`src/include/csm_params.svh`:
```
`ifndef CSM_PARAMS_SVH
`define CSM_PARAMS_SVH
`define CSM_BIT_NEG 31
`define CSM_BIT_ZERO 30
`define CSM_BIT_CARRY 29
`define CSM_BIT_OVF 28
`define CSM_BIT_TSTATE 24
`define CSM_EXC_MSB 5
`define CSM_EXC_THREAD 6'h00
`define CSM_EXC_NMI 6'h02
`define CSM_EXC_FAULT 6'h03
`define CSM_EXC_SVC 6'h0b
`define CSM_EXC_PENDSVC 6'h0e
`define CSM_EXC_TICK 6'h0f
`define CSM_EXC_IRQ_BASE 6'h10
`define CSM_EXC_IRQ_LAST 6'h2f
`define CSM_VEC_SP 32'h00000000
`define CSM_VEC_PC 32'h00000004
`define CSM_CTRL_SPSEL 1
`define CSM_TICK_W 24
`define CSM_TICK_RESET 24'h000000
`define CSM_PSR_MASK 32'hf100003f
`endif

```
`src/include/csm_pkg.sv`:
```
package csm_pkg;
  typedef enum logic [3:0] {
    CSM_BOOT_SP = 4'b0001,
    CSM_BOOT_PC = 4'b0010,
    CSM_RUN = 4'b0100,
    CSM_HALT = 4'b1000
  } csm_boot_t;
  typedef enum logic [1:0] {
    CSM_SZ_BYTE = 2'h0,
    CSM_SZ_HALF = 2'h1,
    CSM_SZ_WORD = 2'h2,
    CSM_SZ_MULTI = 2'h3
  } csm_size_t;
  typedef enum logic [1:0] {
    CSM_SR_PSR = 2'h0,
    CSM_SR_GATE = 2'h1,
    CSM_SR_CTRL = 2'h2,
    CSM_SR_RELOAD = 2'h3
  } csm_sreg_t;
endpackage

```
`src/hw/csm_core_state.sv`:
```
// Summary of operation
// RULE_01: flags n z c v at bits 31..28
// RULE_02: flag-setting ops write flags, plain ops don't
// RULE_03: execution with state bit zero faults
// RULE_04: bits 5..0 show active exception number
// RULE_05: gate set blocks configurable-priority exceptions
// RULE_06: special write and state change drive gate
// RULE_07: thread mode stack from control bit 1
// RULE_08: handler mode always uses main stack
// RULE_09: handler mode ignores software control writes
// RULE_10: exception entry/return update control automatically; the code holds spsel_q through both and only reloads spsel_live_q
// RULE_11: after barrier new stack selection is used
// RULE_12: aligned by access size, bytes always aligned
// RULE_13: unaligned access raises severe fault
// RULE_14: little-endian byte lanes
// RULE_15: tick timer has 24-bit reload value
// RULE_16: tick runs on core clock, irq to controller
// RULE_17: pc and sp operand use restricted
// RULE_18: reset loads main stack from word 0
// RULE_19: reset loads pc, state bit from word 4
// RULE_20: tick at zero reloads and requests irq
// RULE_21: reserved status bits read zero
`include "csm_params.svh"
`timescale 1ns/10ps
`default_nettype none
module csm_core_state
  import csm_pkg::*;
(
  input wire logic clk_in,
  input wire logic reset_in,
  output logic vec_req_out,
  output logic [31:0] vec_addr_out,
  input wire logic vec_valid_in,
  input wire logic [31:0] vec_data_in,
  output logic [31:0] pc_out,
  output logic boot_done_out,
  input wire logic flag_upd_in,
  input wire logic flag_set_op_in,
  input wire logic [3:0] flags_in,
  input wire logic sreg_wr_in,
  input wire logic [1:0] sreg_sel_in,
  input wire logic [31:0] sreg_wdata_in,
  output logic [31:0] sreg_rdata_out,
  input wire logic state_chg_in,
  input wire logic state_chg_disable_in,
  input wire logic barrier_in,
  input wire logic exc_enter_in,
  input wire logic [5:0] exc_num_in,
  input wire logic exc_return_in,
  input wire logic [5:0] exc_ret_num_in,
  input wire logic [4:0] irq_line_in,
  input wire logic irq_pend_in,
  output logic irq_take_out,
  input wire logic nmi_pend_in,
  input wire logic exec_in,
  input wire logic pcsp_misuse_in,
  input wire logic mem_req_in,
  input wire logic [1:0] mem_size_in,
  input wire logic [31:0] mem_addr_in,
  input wire logic [31:0] mem_wdata_in,
  output logic mem_go_out,
  output logic [3:0] mem_be_out,
  output logic [31:0] mem_lane_data_out,
  output logic fault_out,
  output logic use_process_sp_out,
  output logic [31:0] main_stack_pointer_out,
  output logic [31:0] process_stack_pointer_out,
  input wire logic sp_wr_in,
  input wire logic [31:0] sp_wdata_in,
  output logic tick_irq_out,
  output logic [23:0] tick_count_out
);
  // ==========================================================
  // reset vector fetch
  csm_boot_t boot_q;
  csm_boot_t boot_d;
  logic [31:0] pc_q;
  // vectors are taken in order, one per valid strobe
  always_comb begin
    boot_d = boot_q;
    case (boot_q)
      CSM_BOOT_SP: if (vec_valid_in) boot_d = CSM_BOOT_PC;
      CSM_BOOT_PC: if (vec_valid_in) boot_d = CSM_RUN;
      CSM_RUN: boot_d = CSM_RUN;
      CSM_HALT: boot_d = CSM_HALT;
      default: boot_d = CSM_BOOT_SP;
    endcase
  end
  always_ff @(posedge clk_in or posedge reset_in) begin
    if (reset_in) begin
      boot_q <= CSM_BOOT_SP;
    end else begin
      boot_q <= boot_d;
    end
  end
  assign vec_req_out = (boot_q == CSM_BOOT_SP) || (boot_q == CSM_BOOT_PC);
  assign vec_addr_out = (boot_q == CSM_BOOT_PC) ? `CSM_VEC_PC : `CSM_VEC_SP; // RULE_18 RULE_19
  assign boot_done_out = (boot_q == CSM_RUN);
  always_ff @(posedge clk_in or posedge reset_in) begin
    if (reset_in) begin
      pc_q <= 32'h00000000;
    end else if (boot_q == CSM_BOOT_PC && vec_valid_in) begin
      pc_q <= {vec_data_in[31:1], 1'b0}; // RULE_19
    end
  end
  assign pc_out = pc_q;

  // ==========================================================
  // status word
  logic [3:0] flags_q;
  logic tstate_q;
  logic [5:0] exc_q;
  logic handler_mode;
  logic psr_wr;
  assign handler_mode = (exc_q != `CSM_EXC_THREAD);
  assign psr_wr = sreg_wr_in && (sreg_sel_in == CSM_SR_PSR);
  always_ff @(posedge clk_in or posedge reset_in) begin
    if (reset_in) begin
      flags_q <= 4'h0;
    end else if (flag_upd_in && flag_set_op_in) begin
      flags_q <= flags_in; // RULE_02
    end else if (psr_wr) begin
      flags_q <= sreg_wdata_in[`CSM_BIT_NEG:`CSM_BIT_OVF]; // RULE_01
    end
  end
  always_ff @(posedge clk_in or posedge reset_in) begin
    if (reset_in) begin
      tstate_q <= 1'b0;
    end else if (boot_q == CSM_BOOT_PC && vec_valid_in) begin
      tstate_q <= vec_data_in[0]; // RULE_19
    end
  end
  // a fault outranks any entry or return in the same cycle
  logic [5:0] exc_d;
  always_comb begin
    exc_d = exc_q;
    if (fault_out) begin
      exc_d = `CSM_EXC_FAULT; // RULE_04
    end else if (exc_enter_in) begin
      exc_d = exc_num_in; // RULE_04
    end else if (exc_return_in) begin
      exc_d = exc_ret_num_in; // RULE_04
    end
  end
  always_ff @(posedge clk_in or posedge reset_in) begin
    if (reset_in) begin
      exc_q <= `CSM_EXC_THREAD;
    end else begin
      exc_q <= exc_d;
    end
  end

  // ==========================================================
  // exception gate
  logic gate_q;
  logic gate_d;
  // state change beats a register write in the same cycle
  always_comb begin
    gate_d = gate_q;
    if (state_chg_in) begin
      gate_d = state_chg_disable_in; // RULE_06
    end else if (sreg_wr_in && sreg_sel_in == CSM_SR_GATE) begin
      gate_d = sreg_wdata_in[0]; // RULE_06
    end
  end
  always_ff @(posedge clk_in or posedge reset_in) begin
    if (reset_in) begin
      gate_q <= 1'b0;
    end else begin
      gate_q <= gate_d;
    end
  end
  // nmi and fault bypass the gate
  assign irq_take_out = boot_done_out && !nmi_pend_in && !fault_out &&
                        (tick_irq_out || irq_pend_in) && !gate_q; // RULE_05

  // ==========================================================
  // control and stacks
  logic spsel_q;
  logic spsel_d;
  logic spsel_live_q;
  logic [31:0] msp_q;
  logic [31:0] psp_q;
  logic [31:0] sp_aligned;
  // entry and return own the bit; a software write that cycle is lost
  always_comb begin
    spsel_d = spsel_q;
    if (exc_return_in && exc_ret_num_in == `CSM_EXC_THREAD) begin
      spsel_d = spsel_q; // RULE_10
    end else if (exc_enter_in && !handler_mode) begin
      spsel_d = spsel_q; // RULE_10
    end else if (sreg_wr_in && sreg_sel_in == CSM_SR_CTRL && !handler_mode) begin
      spsel_d = sreg_wdata_in[`CSM_CTRL_SPSEL]; // RULE_07 RULE_09
    end
  end
  always_ff @(posedge clk_in or posedge reset_in) begin
    if (reset_in) begin
      spsel_q <= 1'b0;
    end else begin
      spsel_q <= spsel_d;
    end
  end
  // stack pointer writes are forced word aligned; the boot load of the main stack is taken as is
  assign sp_aligned = {sp_wdata_in[31:2], 2'b00};
  // selection reaches the stack mux at the barrier or mode change
  always_ff @(posedge clk_in or posedge reset_in) begin
    if (reset_in) begin
      spsel_live_q <= 1'b0;
    end else if (barrier_in || exc_enter_in || exc_return_in) begin
      spsel_live_q <= spsel_q; // RULE_11 RULE_10
    end
  end
  assign use_process_sp_out = spsel_live_q && !handler_mode; // RULE_07 RULE_08
  always_ff @(posedge clk_in or posedge reset_in) begin
    if (reset_in) begin
      msp_q <= 32'h00000000;
    end else if (boot_q == CSM_BOOT_SP && vec_valid_in) begin
      msp_q <= vec_data_in; // RULE_18
    end else if (sp_wr_in && !use_process_sp_out) begin
      msp_q <= sp_aligned;
    end
  end
  always_ff @(posedge clk_in or posedge reset_in) begin
    if (reset_in) begin
      psp_q <= 32'h00000000;
    end else if (sp_wr_in && use_process_sp_out) begin
      psp_q <= sp_aligned;
    end
  end
  assign main_stack_pointer_out = msp_q;
  assign process_stack_pointer_out = psp_q;

  // ==========================================================
  // alignment and byte lanes
  logic aligned;
  always_comb begin
    case (csm_size_t'(mem_size_in))
      CSM_SZ_BYTE: aligned = 1'b1; // RULE_12
      CSM_SZ_HALF: aligned = !mem_addr_in[0]; // RULE_12
      default: aligned = (mem_addr_in[1:0] == 2'b00); // RULE_12
    endcase
  end
  assign mem_go_out = mem_req_in && aligned && boot_done_out; // RULE_13
  logic [3:0] be_d;
  logic [31:0] lane_d;
  // narrow data is replicated so every enabled lane carries it
  always_comb begin
    be_d = 4'hf;
    lane_d = mem_wdata_in;
    case (csm_size_t'(mem_size_in))
      CSM_SZ_BYTE: begin
        be_d = 4'h1 << mem_addr_in[1:0]; // RULE_14
        lane_d = {4{mem_wdata_in[7:0]}};
      end
      CSM_SZ_HALF: begin
        be_d = mem_addr_in[1] ? 4'hc : 4'h3; // RULE_14
        lane_d = {2{mem_wdata_in[15:0]}};
      end
      default: begin
        be_d = 4'hf;
        lane_d = mem_wdata_in;
      end
    endcase
  end
  always_ff @(posedge clk_in or posedge reset_in) begin
    if (reset_in) begin
      mem_be_out <= 4'h0;
      mem_lane_data_out <= 32'h00000000;
    end else if (mem_go_out) begin
      mem_be_out <= be_d;
      mem_lane_data_out <= lane_d;
    end
  end

  // ==========================================================
  // severe fault
  logic fault_q;
  logic fault_tstate;
  logic fault_align;
  logic fault_misuse;
  // nothing faults before both vectors are in
  assign fault_tstate = exec_in && boot_done_out && !tstate_q; // RULE_03
  assign fault_align = mem_req_in && !aligned && boot_done_out; // RULE_13
  assign fault_misuse = exec_in && pcsp_misuse_in && boot_done_out; // RULE_17
  always_ff @(posedge clk_in or posedge reset_in) begin
    if (reset_in) begin
      fault_q <= 1'b0;
    end else begin
      fault_q <= fault_tstate || fault_align || fault_misuse;
    end
  end
  assign fault_out = fault_q;

  // ==========================================================
  // tick timer
  logic [23:0] reload_q;
  logic [23:0] tick_q;
  logic tick_irq_q;
  logic [23:0] tick_d;
  logic tick_irq_d;
  always_comb begin
    tick_d = tick_q - 24'h000001; // RULE_16
    tick_irq_d = 1'b0;
    if (tick_q == 24'h000000) begin
      tick_d = reload_q; // RULE_20
      // a zero reload parks the counter without requests
      tick_irq_d = (reload_q != 24'h000000); // RULE_20
    end
  end
  always_ff @(posedge clk_in or posedge reset_in) begin
    if (reset_in) begin
      reload_q <= `CSM_TICK_RESET;
    end else if (sreg_wr_in && sreg_sel_in == CSM_SR_RELOAD) begin
      reload_q <= sreg_wdata_in[`CSM_TICK_W-1:0]; // RULE_15
    end
  end
  always_ff @(posedge clk_in or posedge reset_in) begin
    if (reset_in) begin
      tick_q <= `CSM_TICK_RESET;
      tick_irq_q <= 1'b0;
    end else begin
      tick_q <= tick_d;
      tick_irq_q <= tick_irq_d;
    end
  end
  assign tick_irq_out = tick_irq_q; // RULE_20
  assign tick_count_out = tick_q;

  // ==========================================================
  // special register read
  always_comb begin
    case (csm_sreg_t'(sreg_sel_in))
      CSM_SR_PSR: sreg_rdata_out = {flags_q, 3'b000, tstate_q, 18'h00000, exc_q} & `CSM_PSR_MASK; // RULE_21
      CSM_SR_GATE: sreg_rdata_out = {31'h00000000, gate_q};
      CSM_SR_CTRL: sreg_rdata_out = {30'h00000000, spsel_q, 1'b0};
      default: sreg_rdata_out = {8'h00, reload_q};
    endcase
  end
endmodule
`default_nettype wire

```
`config.mk`:
```
export PLATFORM = sky130hd
export DESIGN_NAME = csm_core_state
export DESIGN_NICKNAME = d
export VERILOG_FILES = /design/src/include/csm_pkg.sv /design/src/hw/csm_core_state.sv
export VERILOG_INCLUDE_DIRS = /design/src /design/src/include
export SDC_FILE = /design/constraint.sdc
export NUM_CORES = 1
export LEC_CHECK = 0
export BUFFER_PORTS_ARGS = -buffer_cell sky130_fd_sc_hd__buf_2
export CORE_AREA = 2 2 168 170
export CTS_CLUSTER_DIAMETER = 150
export DETAILED_ROUTE_END_ITERATION = 16
export DIE_AREA = 0 0 170 172
export PLACE_DENSITY_LB_ADDON = 0.2
export SLEW_MARGIN = 10
export SYNTH_ARGS = -nofsm -noshare
export SYNTH_HDL_FRONTEND = slang
export SYNTH_SLANG_ARGS = --single-unit
```
`constraint.sdc`:
```
create_clock -name clk_in -period 6.33 [get_ports clk_in]
set_input_delay 1.266 -clock clk_in [delete_from_list [all_inputs] [get_ports clk_in]]
set_output_delay 1.266 -clock clk_in [all_outputs]
set_load 0.02 [all_outputs]
```
# [Yosys cells after proc, flatten, opt, wreduce, memory -nomap -nowiden]
# Cells that the tools add are included.
[classes] n_addsub=1 eq_ne=10 shift=1 muxes=20 n_bitwise=2 reduce_logical=52
[op_table] cell="$pmux W32 S3" n=1
[op_table] cell="$mux W32" n=2
[op_table] cell="$pmux W32 S2" n=1
[op_table] cell="$logic_and A1 B1 Y1" n=25
[op_table] cell="$logic_not A24 Y1" n=1
[op_table] cell="$mux W24" n=1
[op_table] cell="$reduce_bool A24 Y1" n=1
[op_table] cell="$sub A24 B1 Y24 const B" n=1
[op_table] cell="$mux W4" n=5
[op_table] cell="$mux W6" n=3
[op_table] cell="$pmux W4 S4" n=1
[op_table] cell="$logic_not A1 Y1" n=8
[op_table] cell="$pmux W4 S2" n=1
[op_table] cell="$logic_not A2 Y1" n=3
[op_table] cell="$logic_not A6 Y1" n=1
[op_table] cell="$logic_or A1 B1 Y1" n=6
[op_table] cell="$reduce_bool A2 Y1" n=3
[op_table] cell="$reduce_bool A6 Y1" n=1
[op_table] cell="$eq A2 B1 Y1 const B" n=2
[op_table] cell="$eq A2 B2 Y1 const B" n=2
[op_table] cell="$eq A4 B1 Y1 const B" n=1
[op_table] cell="$eq A4 B2 Y1 const B" n=1
[op_table] cell="$eq A4 B3 Y1 const B" n=1
[op_table] cell="$eq A4 B4 Y1 const B" n=1
[op_table] cell="other kinds (9)" n=13
[totals] register_bits=197 in_bits=202 out_inout_bits=227 elab_cells=102

# [Longest topological paths before layout]
# Gate-level depths: netlist of run 1.
[depth] depth_word=7 ltp_mapped=9 ltp_nobuf=7

# [Worst setup path after synthesis of run 1]
# No wires, ideal clock.
[synth_timing] path_type="input port to output port" startpoint="input port mem_addr_in[0]" endpoint="output port mem_go_out" t_arrival_ps=2149 required_ps=5064 path_slack_ps=2915 path_stages=6 path_buffers=2 cell_sequence="a21oi_1 nor2_1 or2_1 buf_6 clkbuf_1 inv_1"
[synth_via] elab_chain_cells=4 word_cells_on_any_way=5 classes_between="mux (1); reduce/logical (4)"
[synth_rtl] item="start: declaration" line_no="csm_core_state.sv:59" rtl="input wire logic [31:0] mem_addr_in,"
[synth_rtl] item="$logic_not A2 Y1 / $logic_not A1 Y1 (equally long branches)" line_no="csm_core_state.sv:240, csm_core_state.sv:239"
[synth_rtl] item="$pmux W1 S2 *" line_no="csm_core_state.sv:237" rtl="case (csm_size_t'(mem_size_in))"
[synth_rtl] item="$logic_and A1 B1 Y1 * (2 in series)" line_no="csm_core_state.sv:243" rtl="assign mem_go_out = mem_req_in && aligned && boot_done_out;"
[synth_rtl] item="end: declaration" line_no="csm_core_state.sv:61" rtl="output logic mem_go_out,"
# Mark *: on every way between the ends. The rest lies on a longest branch, timed or not.

# [Final worst setup path of run 1]
[layout_timing] startpoint="input port sreg_sel_in[1]" endpoint="output port sreg_rdata_out[1]"
[layout_via] elab_chain_cells=2 word_cells_on_any_way=4 classes_between="eq/ne (2); mux (1); reduce/logical (1)"
[layout_rtl] item="start: declaration" line_no="csm_core_state.sv:41" rtl="input wire logic [1:0] sreg_sel_in,"
[layout_rtl] item="$eq A2 B2 Y1, or another cell as far along" line_no="csm_core_state.sv:332" rtl="case (csm_sreg_t'(sreg_sel_in))"
[layout_rtl] item="$pmux W32 S3 *" line_no="csm_core_state.sv:332"
[layout_rtl] item="end: declaration" line_no="csm_core_state.sv:43" rtl="output logic [31:0] sreg_rdata_out,"
# Marked as above.

==> results.txt, run 1 <==
The flow ran to the end, and the final reports show no timing, DRC or antenna violations. The final routed wire length divided by cell count came out at 17.3 um. The HPWL after detailed placement came out at 19.4 mm. Entering global routing, the biggest net connects 95 pins. Setup repair after global routing left no endpoint under its margin. The share of the Yosys chip area taken by registers is 53.4%. The count of distinct cell types in the synthesized netlist came out at 51. The min-delay analysis places its worst path in the category reg2reg. The number of top-level pins is 429. For the worst setup path, the data arrival time is 2540 ps. The number of flops mapped to enable cells by yosys is 0. The number of max-cap violations came out at 0. Buffers placed on the I/O ports in this run total 350. A synthesized cell averages 11.3 sq um. The clock tree from TritonCTS is yes. STA puts the critical path data required time at 5060 ps. The top-area cell type share of the netlist area came out at 53.1%. Once layout is done, the placed cells without fillers occupy 11700 sq um. Once detail routing completed, the nets flagged for antenna violations numbered 0.

The clock tree root buffer cell is sky130_fd_sc_hd__clkbuf_16. The number of remaining DRC errors came out at 0. The static leakage is 6.21 nW.

The final critical-path share of the clock period came out at 60.1%. The sum of overflow across all layers after global routing is 0. The longest clock path from root to sink contains 2 buffers.

Using the TritonRoute via totals, the vias-per-cell ratio works out to 4.71. The count of final hold-check violations came out at 0. The total power per unit cell area is 393 nW/um^2.

The worst setup path is of the in2out kind. The final critical delay including setup and external delays came out at 3800 ps. Fill cells in the final layout number 2720.

The register clock-pin slew on the reported worst setup and hold paths came out at 70 ps. Measured along the x axis, the die boundary spans 170 um. Walking the worst path, the cells encountered are buf_2 > nor2_1 > a22o_1 > buf_2. The main flop type after synthesis is sky130_fd_sc_hd__dfrtp_1. The vias after detailed routing came out at 7113.

Among all cell types in the netlist, the one instantiated most often is sky130_fd_sc_hd__dfrtp_1. The post-CTS setup-driven buffer insertion count is 0. Yosys printed 0 warnings. The initial standard-cell utilization of the core came out at 33.6%. The final number of setup-violating endpoints came out at 0. The worst setup path is captured at a primary output. The worst pin sits at a relative slew slack of 34.8%. For this run, the slowest stage of the critical path takes 580 ps. The number of cells upsized or downsized after cts came out at 0. Ranked by total cell area, the synthesized netlist is headed by sky130_fd_sc_hd__dfrtp_1, sky130_fd_sc_hd__mux2_2, sky130_fd_sc_hd__mux2i_1. The largest fanout of any net on the critical path came out at 25. The number of global-route vias before repair is 7047. The final layout net count is 1354.

The row count is 61. The gate count after technology mapping is 820. The routed wire length came out at 26.1 mm. STA classifies the critical path startpoint as an input port.

The actual transition at the worst max-transition pin came out at 974 ps. The DRC marker count from the first detailed-route iteration came out at 342. Summing all multi-input logic gate instances after layout gives 3900 sq um. The area enclosed by the die boundary came out at 29200 sq um. The cell accounting for the most synthesized area is sky130_fd_sc_hd__dfrtp_1. The setup TNS is 0 ps.

The overall power consumption is 4.60 mW. The instance area at placement came out at 11100 sq um. After synthesis, the share of flip-flops with an asynchronous set or reset is 100%. In this run the cell area of the synthesized design comes to 9230 sq um. The H-tree was split into 4 levels. The first-pass iteration count of the detailed router came out at 4. The cell count after placement is 1477.

Among the stages of the critical path, the cell type that occurs most often is sky130_fd_sc_hd__buf_2. Routability-driven placement finished with a final weighted congestion of 0.793. The slowest stage of the critical path belongs to the cell sky130_fd_sc_hd__nor2_1. The all-layer global routing usage is 17.8%. The critical path buffer and inverter count is 2.

The CTS buffer count came out at 17. The setup clock skew after layout is 17.7 ps. The first global-routing pass estimated 40.1 mm of wire. The area added between synthesis and finish is 26.8%. The count of clock tree sinks is 197. The chip height came out at 172 um. The fraction of final layout cells sized beyond drive strength 1 is 43.2%. After clock tree synthesis, the flow added hold-fix buffers numbering 0. The number of antenna violations at the first check in global routing was 4.

The placeable core area came out at 27500 sq um. By count the netlist is led by sky130_fd_sc_hd__dfrtp_1, sky130_fd_sc_hd__mux2_2, sky130_fd_sc_hd__nand2_1, sky130_fd_sc_hd__o21ai_0, sky130_fd_sc_hd__mux2i_1. IR analysis of the VDD net gives a maximum drop of 178 uV. The combined flip-flop and latch cell area is 4930 sq um. The final count of pins violating max slew came to 0. The flip-flop and latch count after synthesis is 197.

The final cell count without fillers is 1510. The highest clock frequency the design can meet came out at 263 MHz. The cell family contributing the most delay on the critical path is simple AND/OR/NAND/NOR gates. The clock latency on the worst-skew pair is 430 ps.
## layer usage
layer  part of all wire, %  wire, um  track usage [%]
met5                  0.10        27                0
met4                   1.4       356             4.91
met3                   7.9      2070             6.27
met2                    48     12600             30.0
met1                    42     11000             21.7
## kinds of logic after synthesis
group                      after synthesis  share of synthesized area (%)
buffers and inverters                   93                           5.87
adders and majority gates                2                          0.271
AOI/OAI and AO/OA                      118                           6.90
muxes                                  167                           19.6
other                                    1                         0.0406
DFF                                    197                           53.4
xor gates and xnor gates                22                           2.09
and+or+nand+nor                        220                           11.8
## sequential cells by signal (all words and copies together), names as in the netlist, 4 cells and up
| signal | count |
|---|---|
| pc_out | 31 |
| mem_be_out | 4 |
| flags_q | 4 |
| boot_q | 4 |
| tick_count_out | 24 |
| process_stack_pointer_out | 30 |
| main_stack_pointer_out | 32 |
| exc_q | 6 |
| reload_q | 24 |
| mem_lane_data_out | 32 |
## worst register-to-register path: stages (launching register included)
cell	delay (ps)
sky130_fd_sc_hd__dfrtp_1	540
sky130_fd_sc_hd__nor2_1	120
sky130_fd_sc_hd__nand4b_1	100
sky130_fd_sc_hd__buf_4	520
sky130_fd_sc_hd__o21a_2	400
sky130_fd_sc_hd__buf_4	460
sky130_fd_sc_hd__o21ai_0	200
## cell usage in the layout, fill, tap and decap left out, types with 2 or more instances in the layout
cell type | netlist | routed
sky130_fd_sc_hd__nand2b_1 | 4 | 4
sky130_fd_sc_hd__nor4_1 | 10 | 10
sky130_fd_sc_hd__diode_2 | 0 | 2
sky130_fd_sc_hd__a21oi_1 | 36 | 36
sky130_fd_sc_hd__or3_1 | 3 | 3
sky130_fd_sc_hd__mux2_4 | 4 | 4
sky130_fd_sc_hd__nand2_1 | 82 | 82
sky130_fd_sc_hd__xnor2_1 | 16 | 16
sky130_fd_sc_hd__mux2i_1 | 65 | 65
sky130_fd_sc_hd__mux2_2 | 98 | 98
sky130_fd_sc_hd__inv_6 | 0 | 2
sky130_fd_sc_hd__buf_2 | 18 | 350
sky130_fd_sc_hd__conb_1 | 1 | 37
sky130_fd_sc_hd__clkinv_4 | 0 | 3
sky130_fd_sc_hd__inv_1 | 9 | 8
sky130_fd_sc_hd__nor4b_2 | 2 | 2
sky130_fd_sc_hd__a22o_1 | 5 | 5
sky130_fd_sc_hd__dfrtp_1 | 196 | 196
sky130_fd_sc_hd__clkinvlp_4 | 0 | 2
sky130_fd_sc_hd__xor2_1 | 6 | 6
sky130_fd_sc_hd__and2_1 | 5 | 5
sky130_fd_sc_hd__nor4b_1 | 2 | 2
sky130_fd_sc_hd__buf_4 | 37 | 8
sky130_fd_sc_hd__o21a_1 | 3 | 2
sky130_fd_sc_hd__nor3_1 | 11 | 11
sky130_fd_sc_hd__clkinv_8 | 0 | 2
sky130_fd_sc_hd__a31oi_1 | 2 | 2
sky130_fd_sc_hd__o21ai_0 | 67 | 67
sky130_fd_sc_hd__nand4_1 | 2 | 2
sky130_fd_sc_hd__clkbuf_16 | 0 | 17
sky130_fd_sc_hd__nor2_1 | 60 | 60
sky130_fd_sc_hd__nand3_1 | 5 | 5
sky130_fd_sc_hd__and4_1 | 2 | 2
sky130_fd_sc_hd__inv_8 | 0 | 6
sky130_fd_sc_hd__ha_1 | 2 | 2
sky130_fd_sc_hd__and3_1 | 19 | 19
sky130_fd_sc_hd__and2_0 | 2 | 2
## report_power, final
group	internal, mW	leakage (nW)	total (mW)	switching, mW
clock network	0.529	0.281	1.08	0.548
logic	0.623	3.43	1.62	0.995
registers	1.63	2.50	1.90	0.275
total	2.78	6.21	4.60	1.82
## worst paths after layout
path	startpoint	to	slack, ps	cells past startpoint
worst max-delay path	sreg_sel_in[1]	sreg_rdata_out[1]	2530	4
worst min-delay path	mem_lane_data_out[31]	mem_lane_data_out[31]	470	2
worst max register to register	boot_q[3]	main_stack_pointer_out[23]	3860	6
worst min register to register	mem_lane_data_out[31]	mem_lane_data_out[31]	470	2
max in group asynchronous	reset_in	flags_q[0]	4500	3
min in group asynchronous	reset_in	main_stack_pointer_out[2]	740	2
## layout make-up
cell class              count  area share (%)
inverters                   9           0.320
diodes                      2          0.0427
flip-flops and latches    197            42.1
well taps                 346            3.70
multi-input cells         566            33.3
clock inverters            14            1.29
clock buffers              17            3.63
repair buffers            359            15.6
## metrics by stage
| stage | setup slack, ps | hold slack [ps] | utilization, % |
|---|---|---|---|
| 6_report | 2530 | 473 | 42.6 |
| 5_1_grt | 2480 | 501 | 42.6 |
| 4_1_cts | 2570 | 478 | 42.6 |
| 3_5_place_dp | 2570 | 461 | 40.5 |
| 3_3_place_gp | 2590 | 456 | 40.5 |
| 2_1_floorplan | 2520 | 450 | - |
(Power assumes the default switching activity.)
==> run 2: changes to the inputs <==
- clock period: 6.33 -> 3.1 ns (I/O delays scaled with it)
==> run 2 against run 1 <==
- clock-buffer cell count rose by 1
- via count up 1.0%
- core utilization up 0.33 points
- die area is the same
- clock power increased by 110%
- global-route usage rose by 0.34 points
- largest cell class unchanged
- sequential share of layout area is 0.32 points lower
- power grew 110%
- sequential cell count is the same
- hold slack got worse by 400 ps
==> results.txt, run 2 (same netlist as run 1, synthesis figures left out) <==
The sum of overflow across all layers after global routing came out at 0. The first-pass GRT wire length is 40.7 mm. For this run, design rule violations remaining after detail routing come to 0. The signal on the critical path passes through nor4b_4 > nand2_1 > or2_2 > inv_1 > buf_2.

The final layout net count is 1359. The area enclosed by the die boundary is 29200 sq um. The number of antenna violations at the first check in global routing is 5. The critical path runs through a total of 5 cells. The cell count after placement came out at 1482. The final count of pins violating max slew came to 0. On the critical path, the stage with the largest delay is an instance of sky130_fd_sc_hd__dfrtp_1. The DRC marker count from the first detailed-route iteration came out at 324. Per report_power, the sequential group accounts for 41.0% of the total.

Port buffering added 350 buffers. Routability-driven placement finished with a final weighted congestion of 0.829. The startpoint type of the worst setup path is a flip-flop. Counting cells, the worst reg-to-reg path comes to 4. The number of global-route vias before repair is 7178. The all-layer global routing usage came out at 18.1%. The critical path endpoint category is a primary output. The critical path starts at boot_q[1]. The floorplan step set the die width to 170 um. The final critical delay including setup and external delays is 2710 ps. The number of max-cap violations came out at 0. The critical path buffer and inverter count came out at 2. In this design, the stage delay of the slowest critical-path cell is 490 ps.

The vias after detailed routing is 7186. The number of cells upsized or downsized after cts is 0. The clock latency on the worst-skew pair is 450 ps. Once the floorplan was initialized, standard cells occupied 33.6% of the core. The category of the critical setup timing path is reg2out. The total power per unit cell area is 805 nW/um^2. The root buffer cell chosen for the clock tree is sky130_fd_sc_hd__clkbuf_16. The portion of total power attributed to the clock network is 23.9%. The share of the core filled with cells in the final layout is 43.0%. The area taken by multi-input logic gates is 3900 sq um.

The placeable core area is 27500 sq um. Dividing the detail-routed via count by the number of cells gives 4.74. The setup clock skew after layout is 19.3 ps.

The HPWL after detailed placement is 19.7 mm. The clock drives 197 sinks. The count of final hold-check violations is 0.

The largest net degree at the start of global routing came out at 77. After clock tree synthesis, the setup repair step added 0 buffers. The internal power contribution is 5.72 mW.

The min-delay analysis places its worst path in the category in2async. For this block, the routed nets add up to 26.3 mm of wire. In the layout the commonest cells are sky130_fd_sc_hd__buf_2, sky130_fd_sc_hd__dfrtp_1, sky130_fd_sc_hd__mux2_2.

The floorplan has 61 rows. Leaving out fill and tap cells, the most frequent cell in the layout is sky130_fd_sc_hd__buf_2. The final critical-path share of the clock period is 87.3%. The actual transition at the worst max-transition pin is 603 ps. In this run switching power makes up 39.8% of total power. The CTS buffer count is 17. Setup repair after global routing left no endpoint under its margin. The largest fanout of any net on the critical path came out at 9. The endpoint identified for the worst register-to-register timing path is tick_count_out[12].

The first-pass iteration count of the detailed router is 5. The combinational group share of total power came out at 35.1%. Setup violations remaining at the end of the flow were counted as 0.

The final cell count without fillers is 1515. The combined flip-flop and latch cell area came out at 4930 sq um. The register-to-register path setup slack is 770 ps. Derived from the worst setup path, the maximum achievable clock frequency is 369 MHz. On the critical path the largest part of the delay comes from simple AND/OR/NAND/NOR gates. Counting the fill cells in the layout gives 2722. The worst-case IR drop observed on VDD is 344 uV. In this run the tightest slew margin relative to its limit is 59.6%.

The number of hold-repair buffers added at the cts stage came out at 0. The deepest clock path buffer count is 2. The chip height came out at 172 um. Pin placement for this block handled 429 I/O pins. TritonCTS built the clock tree. The signal arrival time at the worst endpoint came out at 2090 ps. The setup TNS came out at 0 ps. The area added between synthesis and finish is 27.8%. Of the cells placed in the final design, the portion with a size suffix greater than 1 is 43.4%. The worst register-to-register path begins at tick_count_out[6].

The register clock-pin slew on the reported worst setup and hold paths is 90 ps. The number of nets with antenna violations after routing is 0. The static leakage is 6.25 nW. In this run the worst setup path terminates at mem_go_out. The number of H-tree levels is 4. The flow ran to the end, and the final reports show no timing, DRC or antenna violations.

The required time of the critical path came out at 2480 ps. The final routed wire length divided by cell count came out at 17.4 um. In this run the power spent charging and discharging nets is 3.78 mW.
[run 2: changes by cell type in the layout (fill, tap and decap cells not counted), sizes merged]
cell      previous run  this run
buf                359       364
clkbuf              17        18
clkinvlp             2         1
diode                2         1
inv                 16        17
[run 2: metrics by stage]
step                      cell area (sq um)  total power, mW  hold WS (ps)  setup slack [ps]
after detailed placement              11200             7.32           465               666
after CTS                             11800             9.64          56.7               349
final                                 11800             9.50          74.0               393
after global routing                  11800             10.1          58.2               227
after floorplan                        9370             6.04           450             -65.6
after global placement                11200             7.27           457               657
[run 2: layout make-up]
cell class / count / share of cell area, %
Clock buffer: 18 / 3.64
Sequential cell: 197 / 41.8
Tap cell: 346 / 3.67
Antenna cell: 1 / 0.0212
Timing Repair Buffer: 364 / 16.1
Multi-Input combinational cell: 566 / 33.0
Clock inverter: 14 / 1.51
Inverter: 9 / 0.318
[run 2: how the worst min path moves through the flow]
stage / from / end
after floorplan: tstate_q / tstate_q
after global placement: main_stack_pointer_out[25] / main_stack_pointer_out[25]
after detailed placement: mem_lane_data_out[26] / mem_lane_data_out[26]
after CTS: reset_in / mem_lane_data_out[6]
after global routing: reset_in / mem_lane_data_out[6]
final: reset_in / mem_lane_data_out[6]
[run 2: worst register-to-register path: stages, from the launching register on]
cell                      delay, ps
sky130_fd_sc_hd__dfrtp_1        470
sky130_fd_sc_hd__nor4_4         410
sky130_fd_sc_hd__and4_1         450
sky130_fd_sc_hd__nand3_4        460
sky130_fd_sc_hd__mux2_2         430
[run 2: power groups by stage]
| stage | Clock [mW] | Sequential [mW] | Combinational [mW] |
|---|---|---|---|
| after floorplan | 0 | 4.65 | 1.40 |
| after global placement | 0 | 3.91 | 3.36 |
| after detailed placement | 0 | 3.94 | 3.38 |
| after CTS | 2.36 | 3.90 | 3.39 |
| after global routing | 2.46 | 4.01 | 3.63 |
| final | 2.28 | 3.89 | 3.33 |
[run 2: routing by layer]
layer  wire length, um  track usage, %
met1             10900            21.9
met2             12600            30.0
met3              2270            6.75
met4               568            6.02
met5                57               0
==> run 3: changes to the inputs <==
--- a/config.mk
+++ b/config.mk
@@ -8,8 +8,8 @@
 export LEC_CHECK = 0
 export BUFFER_PORTS_ARGS = -buffer_cell sky130_fd_sc_hd__buf_2
-export CORE_AREA = 2 2 168 170
+export CORE_AREA = 2 2 166 168
 export CTS_CLUSTER_DIAMETER = 150
 export DETAILED_ROUTE_END_ITERATION = 16
-export DIE_AREA = 0 0 170 172
+export DIE_AREA = 0 0 168 170
 export PLACE_DENSITY_LB_ADDON = 0.2
 export SLEW_MARGIN = 10
==> constraint.sdc (replaced) <==
create_clock -name clk_in -period 2.7 [get_ports clk_in]
set_input_delay 0.27 -clock clk_in [delete_from_list [all_inputs] [get_ports clk_in]]
set_output_delay 0.27 -clock clk_in [all_outputs]
set_load 0.02 [all_outputs]
==> run 3 against run 2 <==
- the run now ends with hold timing left
- critical path depth up 1
- clock power up 14%
- non-clock buffer count increased by 9
- sequential power grew 15%
- cell count increased by 0.26%
- core utilization rose by 2.0 points
- critical path type unchanged
==> results.txt, run 3 (same netlist as run 1, synthesis figures left out) <==
The die is 168 um wide. Of the total power, combinational logic draws 35.4%. The post-CTS setup-driven buffer insertion count came out at 0. The routability congestion estimate is 0.871. Clock tree synthesis inserted a total of 17 buffers. The post-detailed-route via-to-cell ratio is 4.78. The vias after detailed routing is 7263. The first-pass GRT wire length is 42.1 mm. The worst setup path is launched from a flip-flop. Once routing completed, OpenROAD measured the worst setup slack at 183 ps. In this run the worst hold path is classified as in2async. The share of the core filled with cells in the final layout is 44.9%. Setup repair after global routing left no endpoint under its margin. Timing analysis after detailed placement gives a worst setup slack of 531 ps. The final layout net count is 1368. The worst pin sits at a relative slew slack of 42.2%. The logic depth of the worst register-to-register path is 5. The row count is 60.

The actual transition at the worst max-transition pin is 865 ps. The largest stage delay on the critical path is 500 ps. The chip height is 170 um. STA classifies the critical path endpoint as a primary output. The count of clock tree sinks is 197.

The run finished, with violations left. The number of hold-repair buffers added at the cts stage is 0. The switching power as a share of total power is 39.9%. The fraction of final layout cells sized beyond drive strength 1 came out at 43.9%. After legalization and detailed placement, the total HPWL measured 20.7 mm. For this run, the total global-route usage over all layers was measured as 19.0%. The worst hold slack after final layout came out at -15.7 ps. The number of max-cap violations is 0. The first-pass iteration count of the detailed router is 4. In the final routed layout, each cell accounts on average for 17.8 um. The number of remaining DRC errors came out at 0. The required time of the critical path came out at 2430 ps. The number of cells upsized or downsized after cts is 0. The signal arrival time at the worst endpoint is 2250 ps. Clock-pin slew was measured on the worst setup and hold paths at 90 ps. The floorplan step defined a die boundary enclosing 28600 sq um.

Summed over all layers, the global routing overflow is 0. The largest net degree at the start of global routing is 43. In this design, the largest share of critical-path delay is due to simple AND/OR/NAND/NOR gates. The routed wire length came out at 27.0 mm.

The final number of setup-violating endpoints came out at 0. The core region is 26700 sq um. The number of H-tree levels came out at 4. The number of global-route vias before repair came to 7451. The DRC marker count from the first detailed-route iteration came out at 356. Leaving out fill and tap cells, the most frequent cells in the layout are sky130_fd_sc_hd__buf_2, sky130_fd_sc_hd__dfrtp_1, sky130_fd_sc_hd__mux2_2.

The area added between synthesis and finish is 29.6%. The critical path buffer and inverter count came out at 3. The net switching power is 4.37 mW.

The setup TNS came out at 0 ps. The static leakage came out at 6.33 nW. The checks that failed: hold timing. The count of nets left with antenna violations once routing finished came out at 0. The later pin in the worst-skew pair is clocked with a latency of 440 ps. Internal power comes to 6.59 mW.

For this run, the top clock speed supported by timing is 397 MHz. The deepest clock path buffer count is 2. The initial utilization of the core area, before any placement, comes to 34.6%. Of all nets on the critical path, the largest fanout is 18. On the final layout, the worst clock skew is 19.7 ps.

Among all stages on the critical path, the largest delay is contributed by sky130_fd_sc_hd__dfrtp_1. The number of top-level pins is 429. The worst path uses 93.2% of the clock period. The count of final hold-check violations is 7. The endpoint identified for the worst register-to-register timing path is tick_count_out[4]. The worst voltage drop across the vdd grid came out at 424 uV. The library cell used most frequently in the layout, excluding fill and tap cells, is sky130_fd_sc_hd__buf_2. The tree is rooted in a sky130_fd_sc_hd__clkbuf_16.

The count of input and output buffers came out at 350. The overall power consumption is 11.0 mW. The category of the critical setup timing path is reg2out. Sequential cells burn 40.8% of the power. The final count of pins violating max slew is 0. The critical path goes through nor4b_4 > nand2_1 > or2_2 > buf_4 > inv_1 > buf_2. The clock tree from TritonCTS is yes. For this design the ratio of total power to cell area is 916 nW/um^2. The worst register-to-register path begins at tick_count_out[6]. The setup check on the worst reg-to-reg path leaves a slack of 500 ps. The clock network accounts for 23.8% of the total power. The number of antenna violations at the first check in global routing was 1.

For the finished layout, the period the worst path requires is 2520 ps.
-- run 3: area by class of cell --
type                    count  area [sq um]
clock buffers              17           425
flip-flops and latches    197          4930
fillers                  2597         14700
inverters                   9          37.5
clock inverters            14           185
diodes                      2          5.00
multi-input cells         566          3900
well taps                 341           427
repair buffers            373          2060
-- run 3: power by group through the flow --
stage,registers (mW),logic (mW),clock network [mW]
after global routing,4.60,4.19,2.81
after floorplan,5.34,1.60,0
after CTS,4.48,3.94,2.70
after detailed placement,4.52,3.94,0
final,4.47,3.88,2.61
after global placement,4.48,3.91,0
-- run 3: worst reg2reg max path, stage by stage (launching register included) --
cell and delay, ps:
sky130_fd_sc_hd__dfrtp_1 470, sky130_fd_sc_hd__nor4_4 430, sky130_fd_sc_hd__and4_1 450, sky130_fd_sc_hd__nand3_4 290, sky130_fd_sc_hd__buf_4 270, sky130_fd_sc_hd__o21a_1 170
-- run 3: how the worst max path moves through the flow --
| stage | start | endpoint | slack, ps | depth (start not counted) |
|---|---|---|---|---|
| floorplan | reset_in | boot_q[1] | -120 | 1 |
| global placement | tick_count_out[6] | tick_count_out[4] | 580 | 5 |
| detailed placement | tick_count_out[6] | tick_count_out[6] | 530 | 6 |
| CTS | boot_q[1] | mem_go_out | 140 | 6 |
| global route | boot_q[1] | mem_go_out | 40 | 6 |
| finish | boot_q[1] | mem_go_out | 180 | 6 |
-- run 3: metrics by stage --
step,std cells,instance area [sq um]
after CTS,1517,12000
after detailed placement,1486,11400
after global routing,1518,12000
after global placement,1486,11400
final,1519,12000
after floorplan,856,9370
-- run 3: per-layer routing --
layer	global-route usage, %	routed length, um	up-vias
met5	0	0	-
met1	23.2	11300	3503
met2	32.1	13100	269
li1	-	-	3462
met4	5.37	478	0
met3	6.40	2170	29
